<file path="config.mk">
export PLATFORM = sky130hd
export DESIGN_NAME = swm_master
export DESIGN_NICKNAME = d
export VERILOG_FILES = /design/src/inc/swm_pkg.sv /design/src/inc/swm_slot_if.sv /design/src/verilog/swm_slot_engine.sv /design/src/verilog/swm_master.sv
export VERILOG_INCLUDE_DIRS = /design/src /design/src/inc
export SDC_FILE = /design/constraint.sdc
export NUM_CORES = 1
export LEC_CHECK = 0
export BUFFER_PORTS_ARGS = -buffer_cell sky130_fd_sc_hd__buf_2
export CORE_UTILIZATION = 55
export CTS_CLUSTER_DIAMETER = 120
export DETAILED_ROUTE_END_ITERATION = 10
export GPL_TIMING_DRIVEN = 0
export PLACE_DENSITY = 0.8
export SLEW_MARGIN = 20
export SYNTH_ARGS = -nofsm -noshare
export SYNTH_HDL_FRONTEND = slang
export SYNTH_SLANG_ARGS = --single-unit
</file>
<file path="constraint.sdc">
create_clock -name clk_sys -period 3.06 [get_ports clk_sys]
set_input_delay 0.612 -clock clk_sys [delete_from_list [all_inputs] [get_ports clk_sys]]
set_output_delay 0.612 -clock clk_sys [all_outputs]
set_load 0.005 [all_outputs]
</file>
<file path="src/inc/swm_defines.svh">
`ifndef SWM_DEFINES_SVH
`define SWM_DEFINES_SVH

// ********************************************************
// Clock and time base
// ********************************************************
`define SWM_CLK_MHZ 200
`define SWM_US_CYC (`SWM_CLK_MHZ * 1)

// ********************************************************
// Line timing in microseconds
// ********************************************************
`define SWM_RST_LOW_US 480
`define SWM_RST_HIGH_US 480
`define SWM_PRES_SAMPLE_US 70
`define SWM_W0_LOW_US 60
`define SWM_W1_LOW_US 6
`define SWM_RD_LOW_US 6
`define SWM_RD_SAMPLE_US 13
`define SWM_SLOT_US 70

// ********************************************************
// Command codes and identity layout
// ********************************************************
`define SWM_CMD_READ 8'h33
`define SWM_CMD_SEARCH 8'hf0
`define SWM_CMD_BITS 8
`define SWM_ID_BITS 64
`define SWM_CRC_POLY 8'h8c
`define SWM_CRC_INIT 8'h00

`endif

</file>
<file path="src/inc/swm_pkg.sv">
package swm_pkg;
   typedef enum logic [1:0] {
      SWM_SLOT_RST = 2'h0,
      SWM_SLOT_WR = 2'h1,
      SWM_SLOT_RD = 2'h2
   } swm_slot_e;

   typedef enum logic {
      SWM_OP_READ = 1'h0,
      SWM_OP_SEARCH = 1'h1
   } swm_op_e;

   typedef enum logic [1:0] {
      SWM_E_IDLE = 2'b01,
      SWM_E_BUSY = 2'b10
   } swm_eng_e;

   typedef enum logic [6:0] {
      SWM_S_IDLE = 7'b0000001,
      SWM_S_RST = 7'b0000010,
      SWM_S_CMD = 7'b0000100,
      SWM_S_RDID = 7'b0001000,
      SWM_S_SRA = 7'b0010000,
      SWM_S_SRB = 7'b0100000,
      SWM_S_SRW = 7'b1000000
   } swm_state_e;
endpackage : swm_pkg

</file>
<file path="src/inc/swm_slot_if.sv">
`timescale 1ns/1ps
`default_nettype none

interface swm_slot_if;
   import swm_pkg::*;
   logic req;
   swm_slot_e kind;
   logic wbit;
   logic done;
   logic rbit;
   logic oe;
   logic line_in;

   modport master (output req, output kind, output wbit, output line_in,
                   input done, input rbit, input oe);
   modport engine (input req, input kind, input wbit, input line_in,
                   output done, output rbit, output oe);
endinterface : swm_slot_if

`default_nettype wire

</file>
<file path="src/verilog/swm_slot_engine.sv">
`timescale 1ns/1ps
`default_nettype none
`include "swm_defines.svh"

module swm_slot_engine #(parameter int US_CYC = `SWM_US_CYC) (
   input wire logic clk_sys, // System clock
   input wire logic rst_n, // Async reset, active low
   swm_slot_if.engine s // Slot request and line
);
   import swm_pkg::*;

   swm_eng_e state_reg, state_next;
   logic [9:0] cnt_reg, cnt_next;
   logic [7:0] div_reg, div_next;
   logic oe_reg, oe_next;
   logic done_reg, done_next;
   logic rbit_reg, rbit_next;
   logic tick;
   logic [9:0] low_t, samp_t, end_t;

   // ********************************************************
   // Slot shapes in microseconds
   // ********************************************************
   always_comb begin
      unique case (s.kind)
         SWM_SLOT_RST: begin
            low_t = 10'(`SWM_RST_LOW_US);
            samp_t = 10'(`SWM_RST_LOW_US + `SWM_PRES_SAMPLE_US);
            end_t = 10'(`SWM_RST_LOW_US + `SWM_RST_HIGH_US);
         end
         SWM_SLOT_WR: begin
            low_t = s.wbit ? 10'(`SWM_W1_LOW_US)
                           : 10'(`SWM_W0_LOW_US);
            samp_t = 10'(`SWM_SLOT_US);
            end_t = 10'(`SWM_SLOT_US);
         end
         default: begin
            low_t = 10'(`SWM_RD_LOW_US);
            samp_t = 10'(`SWM_RD_SAMPLE_US);
            end_t = 10'(`SWM_SLOT_US);
         end
      endcase
   end

   // One-microsecond enable; restarted at each slot so timing is exact
   assign tick = (div_reg == 8'(US_CYC - 1));

   always_comb begin
      state_next = state_reg;
      cnt_next = cnt_reg;
      div_next = div_reg;
      oe_next = oe_reg;
      done_next = 1'b0;
      rbit_next = rbit_reg;
      unique case (state_reg)
         SWM_E_IDLE: begin
            oe_next = 1'b0;
            if (s.req) begin
               state_next = SWM_E_BUSY;
               cnt_next = 10'h000;
               div_next = 8'h00;
               oe_next = 1'b1;
            end
         end
         SWM_E_BUSY: begin
            if (tick) begin
               div_next = 8'h00;
               cnt_next = cnt_reg + 10'h001;
            end else begin
               div_next = div_reg + 8'h01;
            end
            // Only ever pulls low; release lets the pull-up win
            oe_next = (cnt_next < low_t);
            if (tick && cnt_next == samp_t) begin
               rbit_next = s.line_in;
            end
            if (tick && cnt_next == end_t) begin
               done_next = 1'b1;
               state_next = SWM_E_IDLE;
               oe_next = 1'b0;
            end
         end
      endcase
   end

   always_ff @(posedge clk_sys or negedge rst_n) begin
      if (!rst_n) begin
         state_reg <= SWM_E_IDLE;
         cnt_reg <= 10'h000;
         div_reg <= 8'h00;
         oe_reg <= 1'b0;
         done_reg <= 1'b0;
         rbit_reg <= 1'b1;
      end else begin
         state_reg <= state_next;
         cnt_reg <= cnt_next;
         div_reg <= div_next;
         oe_reg <= oe_next;
         done_reg <= done_next;
         rbit_reg <= rbit_next;
      end
   end

   assign s.oe = oe_reg;
   assign s.done = done_reg;
   assign s.rbit = rbit_reg;

   // ********************************************************
   // Checks
   // ********************************************************
   chk_idle_released: assert property (@(posedge clk_sys) disable iff (!rst_n)
      state_reg == SWM_E_IDLE && !s.req |=> !oe_reg)
      else $error("line driven while engine idle");
   chk_slot_falls: assert property (@(posedge clk_sys) disable iff (!rst_n)
      state_reg == SWM_E_IDLE && s.req |=> oe_reg && cnt_reg == 10'h000)
      else $error("slot did not start with a falling edge");
   chk_w0_hold: assert property (@(posedge clk_sys) disable iff (!rst_n)
      state_reg == SWM_E_BUSY && s.kind == SWM_SLOT_WR && !s.wbit &&
      cnt_reg < 10'h03c |-> oe_reg)
      else $error("write zero released early");
   chk_w1_short: assert property (@(posedge clk_sys) disable iff (!rst_n)
      state_reg == SWM_E_BUSY && s.kind == SWM_SLOT_WR && s.wbit &&
      cnt_reg >= 10'h006 |-> !oe_reg)
      else $error("write one held too long");
   chk_reset_low: assert property (@(posedge clk_sys) disable iff (!rst_n)
      state_reg == SWM_E_BUSY && s.kind == SWM_SLOT_RST &&
      cnt_reg < 10'h1e0 |-> oe_reg)
      else $error("reset pulse shorter than 480 us");
   chk_slot_length: assert property (@(posedge clk_sys) disable iff (!rst_n)
      done_reg && s.kind != SWM_SLOT_RST |-> cnt_reg == 10'h046)
      else $error("slot length wrong");
endmodule : swm_slot_engine

`default_nettype wire

</file>
<file path="src/verilog/swm_master.sv">
// Operation
// - Check byte uses polynomial x^8 + x^5 + x^4 + 1.
// - CRC register starts at zero; bits enter family LSB first.
// - Shifting all 64 bits through the CRC leaves zero when valid.
// - One master only; device answers, never starts, except presence.
// - Every slot starts with a falling edge driven by the master.
// - Line driven only open-drain, giving a wired-AND.
// - Master stays below 16.3 kbit/s at standard speed.
// - Line idles high; low beyond 120 us may reset slaves.
// - Every transaction starts with reset then presence pulse.
// - After presence, send one 8-bit command, one bit per slot.
// - Read identity only with a single slave on the bus.
// - Search F0h: per bit read true, read complement, write choice.
// - Both read bits zero marks a branch; master picks one.
// - Reset pulse low at least 480 us, then sample presence.
// - Write zero low 60-120 us, write one low 1-15 us.
`timescale 1ns/1ps
`default_nettype none
`include "swm_defines.svh"

module swm_master #(parameter int US_CYC = `SWM_US_CYC) (
   input wire logic clk_sys, // System clock, 200 MHz
   input wire logic rst_n, // Async reset, active low
   input wire logic op_valid, // Start an operation
   input wire swm_pkg::swm_op_e op_code, // Read identity or search pass
   input wire logic [63:0] search_path, // Branch choice per bit
   output logic op_ready, // Idle, operation may start
   output logic op_done, // One-cycle end of operation
   output logic present, // A device answered
   output logic [63:0] rom_id, // Identity code, bit 0 first
   output logic [63:0] branch_mask, // Bits where both values seen
   output logic crc_ok, // Check byte matched
   input wire logic line_in, // Line level, synchronous
   output logic line_out, // Line drive value, always low
   output logic line_oe // Pull line low when high
);
   import swm_pkg::*;

   swm_slot_if slot_bus ();

   swm_slot_engine #(.US_CYC(US_CYC)) u_engine (
      .clk_sys(clk_sys),
      .rst_n(rst_n),
      .s(slot_bus.engine)
   );

   // ********************************************************
   // Sequencer state
   // ********************************************************
   swm_state_e state_reg, state_next;
   swm_op_e op_reg, op_next;
   logic [5:0] idx_reg, idx_next;
   logic [7:0] cmd_reg, cmd_next;
   logic [7:0] crc_reg, crc_next;
   logic [63:0] id_reg, id_next;
   logic [63:0] bmask_reg, bmask_next;
   logic bit_a_reg, bit_a_next;
   logic req_reg, req_next;
   swm_slot_e kind_reg, kind_next;
   logic wbit_reg, wbit_next;
   logic ready_reg, ready_next;
   logic done_reg, done_next;
   logic pres_reg, pres_next;
   logic crcok_reg, crcok_next;
   logic line_out_reg;
   logic dir;
   logic [7:0] crc_step;
   logic [7:0] crc_after;

   // Bit-serial CRC, LSB first, reflected form of the polynomial
   function automatic logic [7:0] crc_shift(input logic [7:0] c,
                                            input logic b);
      logic fb;
      fb = c[0] ^ b;
      crc_shift = {1'b0, c[7:1]} ^ (fb ? `SWM_CRC_POLY : 8'h00);
   endfunction : crc_shift

   always_comb begin
      // Search direction: agreed bit, or the caller's path at a branch
      if (!bit_a_reg && !slot_bus.rbit) begin
         dir = search_path[idx_reg];
      end else begin
         dir = bit_a_reg;
      end
   end

   assign crc_step = crc_shift(crc_reg,
                               state_reg == SWM_S_SRB ? dir : slot_bus.rbit);
   assign crc_after = crc_step;

   always_comb begin
      state_next = state_reg;
      op_next = op_reg;
      idx_next = idx_reg;
      cmd_next = cmd_reg;
      crc_next = crc_reg;
      id_next = id_reg;
      bmask_next = bmask_reg;
      bit_a_next = bit_a_reg;
      req_next = 1'b0;
      kind_next = kind_reg;
      wbit_next = wbit_reg;
      done_next = 1'b0;
      pres_next = pres_reg;
      crcok_next = crcok_reg;
      unique case (state_reg)
         SWM_S_IDLE: begin
            if (op_valid) begin
               // A fresh reset restarts any device left ignoring slots
               op_next = op_code;
               req_next = 1'b1;
               kind_next = SWM_SLOT_RST;
               crc_next = `SWM_CRC_INIT;
               id_next = 64'h0;
               bmask_next = 64'h0;
               idx_next = 6'h00;
               crcok_next = 1'b0;
               state_next = SWM_S_RST;
            end
         end
         SWM_S_RST: begin
            if (slot_bus.done) begin
               pres_next = !slot_bus.rbit;
               if (slot_bus.rbit) begin
                  done_next = 1'b1;
                  state_next = SWM_S_IDLE;
               end else begin
                  // Read only suits a lone slave; the CRC exposes collisions
                  cmd_next = (op_reg == SWM_OP_READ) ? `SWM_CMD_READ
                                                     : `SWM_CMD_SEARCH;
                  req_next = 1'b1;
                  kind_next = SWM_SLOT_WR;
                  wbit_next = cmd_next[0];
                  state_next = SWM_S_CMD;
               end
            end
         end
         SWM_S_CMD: begin
            if (slot_bus.done) begin
               req_next = 1'b1;
               if (idx_reg == 6'(`SWM_CMD_BITS - 1)) begin
                  idx_next = 6'h00;
                  kind_next = SWM_SLOT_RD;
                  state_next = (op_reg == SWM_OP_READ) ? SWM_S_RDID
                                                       : SWM_S_SRA;
               end else begin
                  idx_next = idx_reg + 6'h01;
                  cmd_next = {1'b0, cmd_reg[7:1]};
                  wbit_next = cmd_next[0];
               end
            end
         end
         SWM_S_RDID: begin
            if (slot_bus.done) begin
               id_next = {slot_bus.rbit, id_reg[63:1]};
               crc_next = crc_after;
               if (idx_reg == 6'h3f) begin
                  crcok_next = (crc_after == 8'h00);
                  done_next = 1'b1;
                  state_next = SWM_S_IDLE;
               end else begin
                  idx_next = idx_reg + 6'h01;
                  req_next = 1'b1;
               end
            end
         end
         SWM_S_SRA: begin
            if (slot_bus.done) begin
               bit_a_next = slot_bus.rbit;
               req_next = 1'b1;
               kind_next = SWM_SLOT_RD;
               state_next = SWM_S_SRB;
            end
         end
         SWM_S_SRB: begin
            if (slot_bus.done) begin
               if (bit_a_reg && slot_bus.rbit) begin
                  // Nobody still taking part: the pass is void
                  pres_next = 1'b0;
                  done_next = 1'b1;
                  state_next = SWM_S_IDLE;
               end else begin
                  bmask_next[idx_reg] = !bit_a_reg && !slot_bus.rbit;
                  id_next = {dir, id_reg[63:1]};
                  crc_next = crc_after;
                  req_next = 1'b1;
                  kind_next = SWM_SLOT_WR;
                  wbit_next = dir;
                  state_next = SWM_S_SRW;
               end
            end
         end
         SWM_S_SRW: begin
            if (slot_bus.done) begin
               if (idx_reg == 6'h3f) begin
                  crcok_next = (crc_reg == 8'h00);
                  done_next = 1'b1;
                  state_next = SWM_S_IDLE;
               end else begin
                  idx_next = idx_reg + 6'h01;
                  req_next = 1'b1;
                  kind_next = SWM_SLOT_RD;
                  state_next = SWM_S_SRA;
               end
            end
         end
      endcase
      ready_next = (state_next == SWM_S_IDLE);
   end

   always_ff @(posedge clk_sys or negedge rst_n) begin
      if (!rst_n) begin
         state_reg <= SWM_S_IDLE;
         op_reg <= SWM_OP_READ;
         idx_reg <= 6'h00;
         cmd_reg <= 8'h00;
         crc_reg <= `SWM_CRC_INIT;
         id_reg <= 64'h0;
         bmask_reg <= 64'h0;
         bit_a_reg <= 1'b0;
         req_reg <= 1'b0;
         kind_reg <= SWM_SLOT_RST;
         wbit_reg <= 1'b1;
         ready_reg <= 1'b1;
         done_reg <= 1'b0;
         pres_reg <= 1'b0;
         crcok_reg <= 1'b0;
         line_out_reg <= 1'b0;
      end else begin
         state_reg <= state_next;
         op_reg <= op_next;
         idx_reg <= idx_next;
         cmd_reg <= cmd_next;
         crc_reg <= crc_next;
         id_reg <= id_next;
         bmask_reg <= bmask_next;
         bit_a_reg <= bit_a_next;
         req_reg <= req_next;
         kind_reg <= kind_next;
         wbit_reg <= wbit_next;
         ready_reg <= ready_next;
         done_reg <= done_next;
         pres_reg <= pres_next;
         crcok_reg <= crcok_next;
         line_out_reg <= 1'b0;
      end
   end

   // The master is the only slot starter; the device merely answers
   assign slot_bus.req = req_reg;
   assign slot_bus.kind = kind_reg;
   assign slot_bus.wbit = wbit_reg;
   assign slot_bus.line_in = line_in;

   assign op_ready = ready_reg;
   assign op_done = done_reg;
   assign present = pres_reg;
   assign rom_id = id_reg;
   assign branch_mask = bmask_reg;
   assign crc_ok = crcok_reg;
   assign line_out = line_out_reg;
   assign line_oe = slot_bus.oe;

   // ********************************************************
   // Checks
   // ********************************************************
   chk_start_reset: assert property (@(posedge clk_sys) disable iff (!rst_n)
      op_valid && ready_reg |=> req_reg && kind_reg == SWM_SLOT_RST)
      else $error("operation did not open with reset");
   chk_cmd_writes: assert property (@(posedge clk_sys) disable iff (!rst_n)
      state_reg == SWM_S_CMD && req_reg |-> kind_reg == SWM_SLOT_WR &&
      wbit_reg == cmd_reg[0])
      else $error("command bit mismatch");
   chk_search_dir: assert property (@(posedge clk_sys) disable iff (!rst_n)
      state_reg == SWM_S_SRB && slot_bus.done &&
      (bit_a_reg ^ slot_bus.rbit) |=> wbit_reg == $past(bit_a_reg))
      else $error("search wrote wrong direction");
   chk_crc_verdict: assert property (@(posedge clk_sys) disable iff (!rst_n)
      done_reg && crcok_reg |-> crc_reg == 8'h00)
      else $error("crc flagged good but residue not zero");

   cov_read_ok: cover property (@(posedge clk_sys) disable iff (!rst_n)
      done_reg && op_reg == SWM_OP_READ && crcok_reg);
   cov_search_ok: cover property (@(posedge clk_sys) disable iff (!rst_n)
      done_reg && op_reg == SWM_OP_SEARCH && pres_reg);
   cov_absent: cover property (@(posedge clk_sys) disable iff (!rst_n)
      done_reg && !pres_reg);
endmodule : swm_master

`default_nettype wire

</file>
# After elaboration in Yosys (flattened, before gate mapping)
# Cells that the tools add are included.
# word_totals
reg_bits	190
latch_bits	0
ramBits	0
romBits	0
in_bits	69
elab_cells	206
n_memories	0
# op_classes
add_sub_neg	3
mul	0
n_div	0
n_lt_le_gt_ge	3
eq_ne	35
shifts	0
muxes	110
n_bitwise	2
reduce_logical	32
# ops
op	count
$mux 64	6
$pmux 64 s3	1
$pmux 64 s2	1
$mux 8	12
$mux 7	10
$bwmux 64	1
$pmux 10 s2	3
$pmux 7 s7	1
$mux 10	4
$mux 1	36
$mux 6	6
$pmux 8 s2	2
$mux 2	12
$pmux 8 s3	1
$eq 10x10->1	2
$ne 2x2->1 const B	10
$ne 2x1->1 const B	9
$pmux 6 s3	1
$logic_not 8->1	2
$reduce_and 5->1	3
$eq 7x1->1 const B	2
$pmux 2 s6	1
$reduce_bool 3->1	4
$reduce_and 11->1	1
other kinds (37)	54

# Logic depth before layout (Yosys ltp)
# logic_depth
word_depth	11
mapped_depth	13

# Modules after synthesis
# Synthesis repeated with hierarchy kept, for this count alone.
# hier_totals
hier_cells	996
hier_area_um2	9644.2
# modules_own_cells
mod	n_inst	cells_per_inst	area_each_um2
swm_master	1	807	7945.1
swm_slot_engine	1	189	1699.1

# Worst setup path after synthesis
# OpenSTA, ideal clock, no wires.
# synth_path
kind	reg-to-reg
from	register u_engine.div_reg[4]
to	register u_engine.oe_reg (netlist: u_engine.s.oe)
setup_ps	95
t_arrival_ps	2589
setup_slack_ps	375
path_stages_with_launch	13
path_buffers	1
cell_sequence	dfrtp_1 or3b_2 nor2_2 buf_2 nand4_1 xor2_1 inv_1 ha_1 o21a_1 o21a_1 o21ai_0 a21oi_1 o31ai_1
# synth_between
elab_chain_cells	7
word_cells_on_any_way	8
# synth_lines
item	line	text
start: declaration	swm_slot_engine.sv:14	logic [7:0] div_reg, div_next;
start signal: assignment	swm_slot_engine.sv:97	div_reg <= div_next;
$eq 8x8->1 *	swm_slot_engine.sv:46	assign tick = (div_reg == 8'(US_CYC - 1));
branches (longest 4 deep; another with $lt 10x10->1)	-	
$mux 1 *	swm_slot_engine.sv:77	if (tick && cnt_next == end_t) begin
$pmux 1 s2 *	swm_slot_engine.sv:55	unique case (state_reg)
named net u_engine.oe_next	swm_slot_engine.sv:15	logic oe_reg, oe_next;
end signal: assignment	swm_slot_engine.sv:98	oe_reg <= oe_next;
end: declaration	swm_slot_engine.sv:15	
# Mark *: on every way through the listed nets, which the timed path passes. The select of a mux whose other input is x is not followed.
# A chain may end at the register's enable or synchronous reset.

# Worst setup path after layout
# Ends and elaborated chain as after synthesis.

==> results.md <==
- Status: finished clean
- Power Internal: ~3.7 mW
- Clk Latency, worst-skew pair: between 0.4 and 0.5 ns
- Mapped cell area: 9590 um^2
- Row count: 47
- Syn nets: 1,164
- Slowest stage cell, crit path: or3b_2
- Initial Utilization: about 57%
- Final Cell Area: about 12,000 um^2
- Nets@finish: 1,395
- Worst hold path type: primary input to asynchronous set/reset pin
- Gr usage total: 31.5%
- Post-synth top cells: o21ai_0 (229), nand2_1 (210), dfrtp_1 (184)
- Clock Power Share: 44.0%
- Flop pwr share: 52.1%
- Yosys warns: 0
- MaxCap Viol Count: 0
- Critical path type: register to register
- Grt ovf: 0
- Final min period: just under 3 ns
- Max Slew Vio Count: 0
- DR iter-0 viols: 887
- Clock-pin slew on the worst setup and hold paths: ~0.070 ns
- Most used cell, CP: o21a_1
- CP Max Fanout: 10
- Synthesized flop and latch total: 189
- Least-Margin Pin Slew: 0.762 ns
- Yosys top cell area share: 48.0%
- Worst EP arrival: 3.26 ns
- Achievable Freq: 342 MHz
- Core region area: 16,800 um^2
- Clock sinks: ~190
- Layout area overhead: 21.6%
- Vias in the first global route: approximately 8,800
- Initial antenna violation count: 0
- Register area share after synthesis: between 40% and 50%
- DR WL/cell: about 18 um
- Non-Filler Instances: 1,549
- Root buffer cell: clkbuf_16
- Commonest register cell after synthesis: dfrtp_1
- CP Cell Sequence: or3b_2, nor2_4, buf_6, nand4_1, xor2_2, inv_1, ha_1, o21a_1, o21a_1, o21ai_1, a21oi_1, o31ai_1
- Cell variety after synth: 72
- Sw frac: 23.6%
- TritonCTS Buffers: 17
- Async set-reset flop share out of synthesis: 100%
- Global-route wire length before repair: 44.5 mm
- ANT nets after route: 0
- CP delay by family, top: simple AND/OR/NAND/NOR gates
- Static Leak: 5.46 nW
- Total power: 4.81 mW
- Post-DR vias/cell: 6.02
- Fin crit share: a little over nine tenths
- Post-Route WL: 28.1 mm
- Worst path buffer plus inverter count: 2
- Total number of vias: approximately 9,300
- WP data required: ~3.4 ns
- Die X: 134 um
- Slew HR: between 40 and 50%
- Post-synth EDFFs: 0
- CTS tree: built
- Antenna Cells: 0
- Clock tree buffer depth: 2
- Crit path largest cell delay: 0.52 ns
- Util after Layout: 69.3%
- Ports: 203
- Combinational power share: 3.9%
- Psw: ~1.1 mW
- Gate Count Post-Synth: 1,085
- PortBufs: 201
- Mean post-synth cell area: 8.83 um^2
- Cell with the most instances after synthesis: o21ai_0
- DP Worst Slack: -0.101 ns
- DR pass1 iterations: 5
- Vert. Die Dim: between 100 and 150 um
- Setup Skew: 0.0110 ns
- Crit path launch type: register
- HPWL after DPL: ~20 mm
- Placed Instance Area: 10,900 um^2
- Crit end category: register
- Post-route setup slack: 0.139 ns
- Synth area leader: dfrtp_1
- Largest net degree at the start of global routing: 86
- Maximum VDD drop: 0.000396 V
- Post-CTS Hold Fix Bufs: 0
- Final Hold Fails: 0
- Placed cells: 1,508
- Share of layout cells above drive strength 1: between 20% and 30%
- Full die area: 18,000 um^2
- PwrDens: 413 nW/um^2
- Setup Viol. Count Final: 0
- GP Congestion: 0.955
- Residual DRC count: 0
- Area contributors post-synth: dfrtp_1 (48%), o21ai_0 (12%), nand2_1 (8.2%), a21oi_1 (4.3%), clkbuf_1 (2.0%)
- H-tree depth: 4
logic make-up after synthesis:
kind of cell               Yosys count  share of synthesized area (%)
adders and majority gates           10                           1.31
xor gates and xnor gates            17                           1.92
buffers and inverters               94                           4.02
and+or+nand+nor                    363                           17.9
AOI/OAI and AO/OA                  393                           22.8
muxes                               18                           2.58
DFF                                189                           49.4
other                                1                         0.0391
worst paths after layout:
path / depth (start not counted) / start / endpoint / slack [ns]
worst max-delay path: 12 / u_engine.div_reg[4] / u_engine.s.oe / 0.14
worst min-delay path: 1 / rst_n / u_engine.cnt_reg[6] / 0.04
worst max register to register: 12 / u_engine.div_reg[4] / u_engine.s.oe / 0.14
worst min register to register: 1 / cmd_reg[6] / cmd_reg[6] / 0.48
max in group asynchronous: 2 / rst_n / branch_mask[34] / 2.33
min in group clk_sys: 3 / op_code / op_reg / 0.37
per-stage QoR:
step | setup TNS (ns) | hold slack, ns
floorplan | 0 | 0.316
global placement | -320.05 | 0.463
detailed placement | -2.89 | 0.470
CTS | -0.0239 | 0.0357
global route | -0.0311 | 0.0493
finish | 0 | 0.0351
cell usage in the layout, fill, tap and decap left out, types with 9 or more instances in the layout:
cell type,synthesis,layout
o21ai_0,229,225
buf_2,16,214
nand2_1,210,210
dfrtp_1,184,184
a21oi_1,83,82
clkbuf_1,51,47
nor2_1,35,33
inv_1,19,19
clkbuf_16,0,17
nand3_1,16,15
nor3_1,16,13
nor2b_1,13,13
buf_4,3,12
o21ai_1,7,11
xnor2_1,10,10
a31oi_1,10,10
ha_1,10,10
mux2i_1,9,9
worst reg2reg max path, cell delays in order, from the launching register on:
cell	delay, ns
dfrtp_1	0.42
or3b_2	0.52
nor2_4	0.19
buf_6	0.16
nand4_1	0.16
xor2_2	0.28
inv_1	0.07
ha_1	0.31
o21a_1	0.13
o21a_1	0.17
o21ai_1	0.13
a21oi_1	0.08
o31ai_1	0.21
metal layers:
| layer | track usage, % | routed length, um |
|---|---|---|
| met1 | 41.5 | 11600 |
| met2 | 49.5 | 12900 |
| met3 | 8.43 | 2680 |
| met4 | 13.4 | 859 |
| met5 | 0 | 0 |
repair_timing:
action / in CTS / in global routing
pin swaps: 0 / 7
buffers inserted: 0 / 9
gates resized for setup: 2 / 29
setup endpoints to repair: 65 / 149
layout make-up:
| class | instances | area, um^2 |
|---|---|---|
| fillers | 1388 | 5170 |
| flip-flops and latches | 189 | 4740 |
| multi-input cells | 802 | 4540 |
| repair buffers | 212 | 1140 |
| clock buffers | 20 | 457 |
| plain buffers | 75 | 329 |
| well taps | 220 | 275 |
| clock inverters | 12 | 100 |
| inverters | 19 | 71.3 |
power groups by stage:
stage	Sequential (mW)	Clock (mW)	Combinational (mW)
after floorplan	2.55	0	0.0549
after global placement	2.55	0	0.171
after detailed placement	2.55	0	0.183
after CTS	2.51	2.14	0.185
after global routing	2.51	2.22	0.203
final	2.51	2.12	0.185
(Power assumes the default switching activity.)
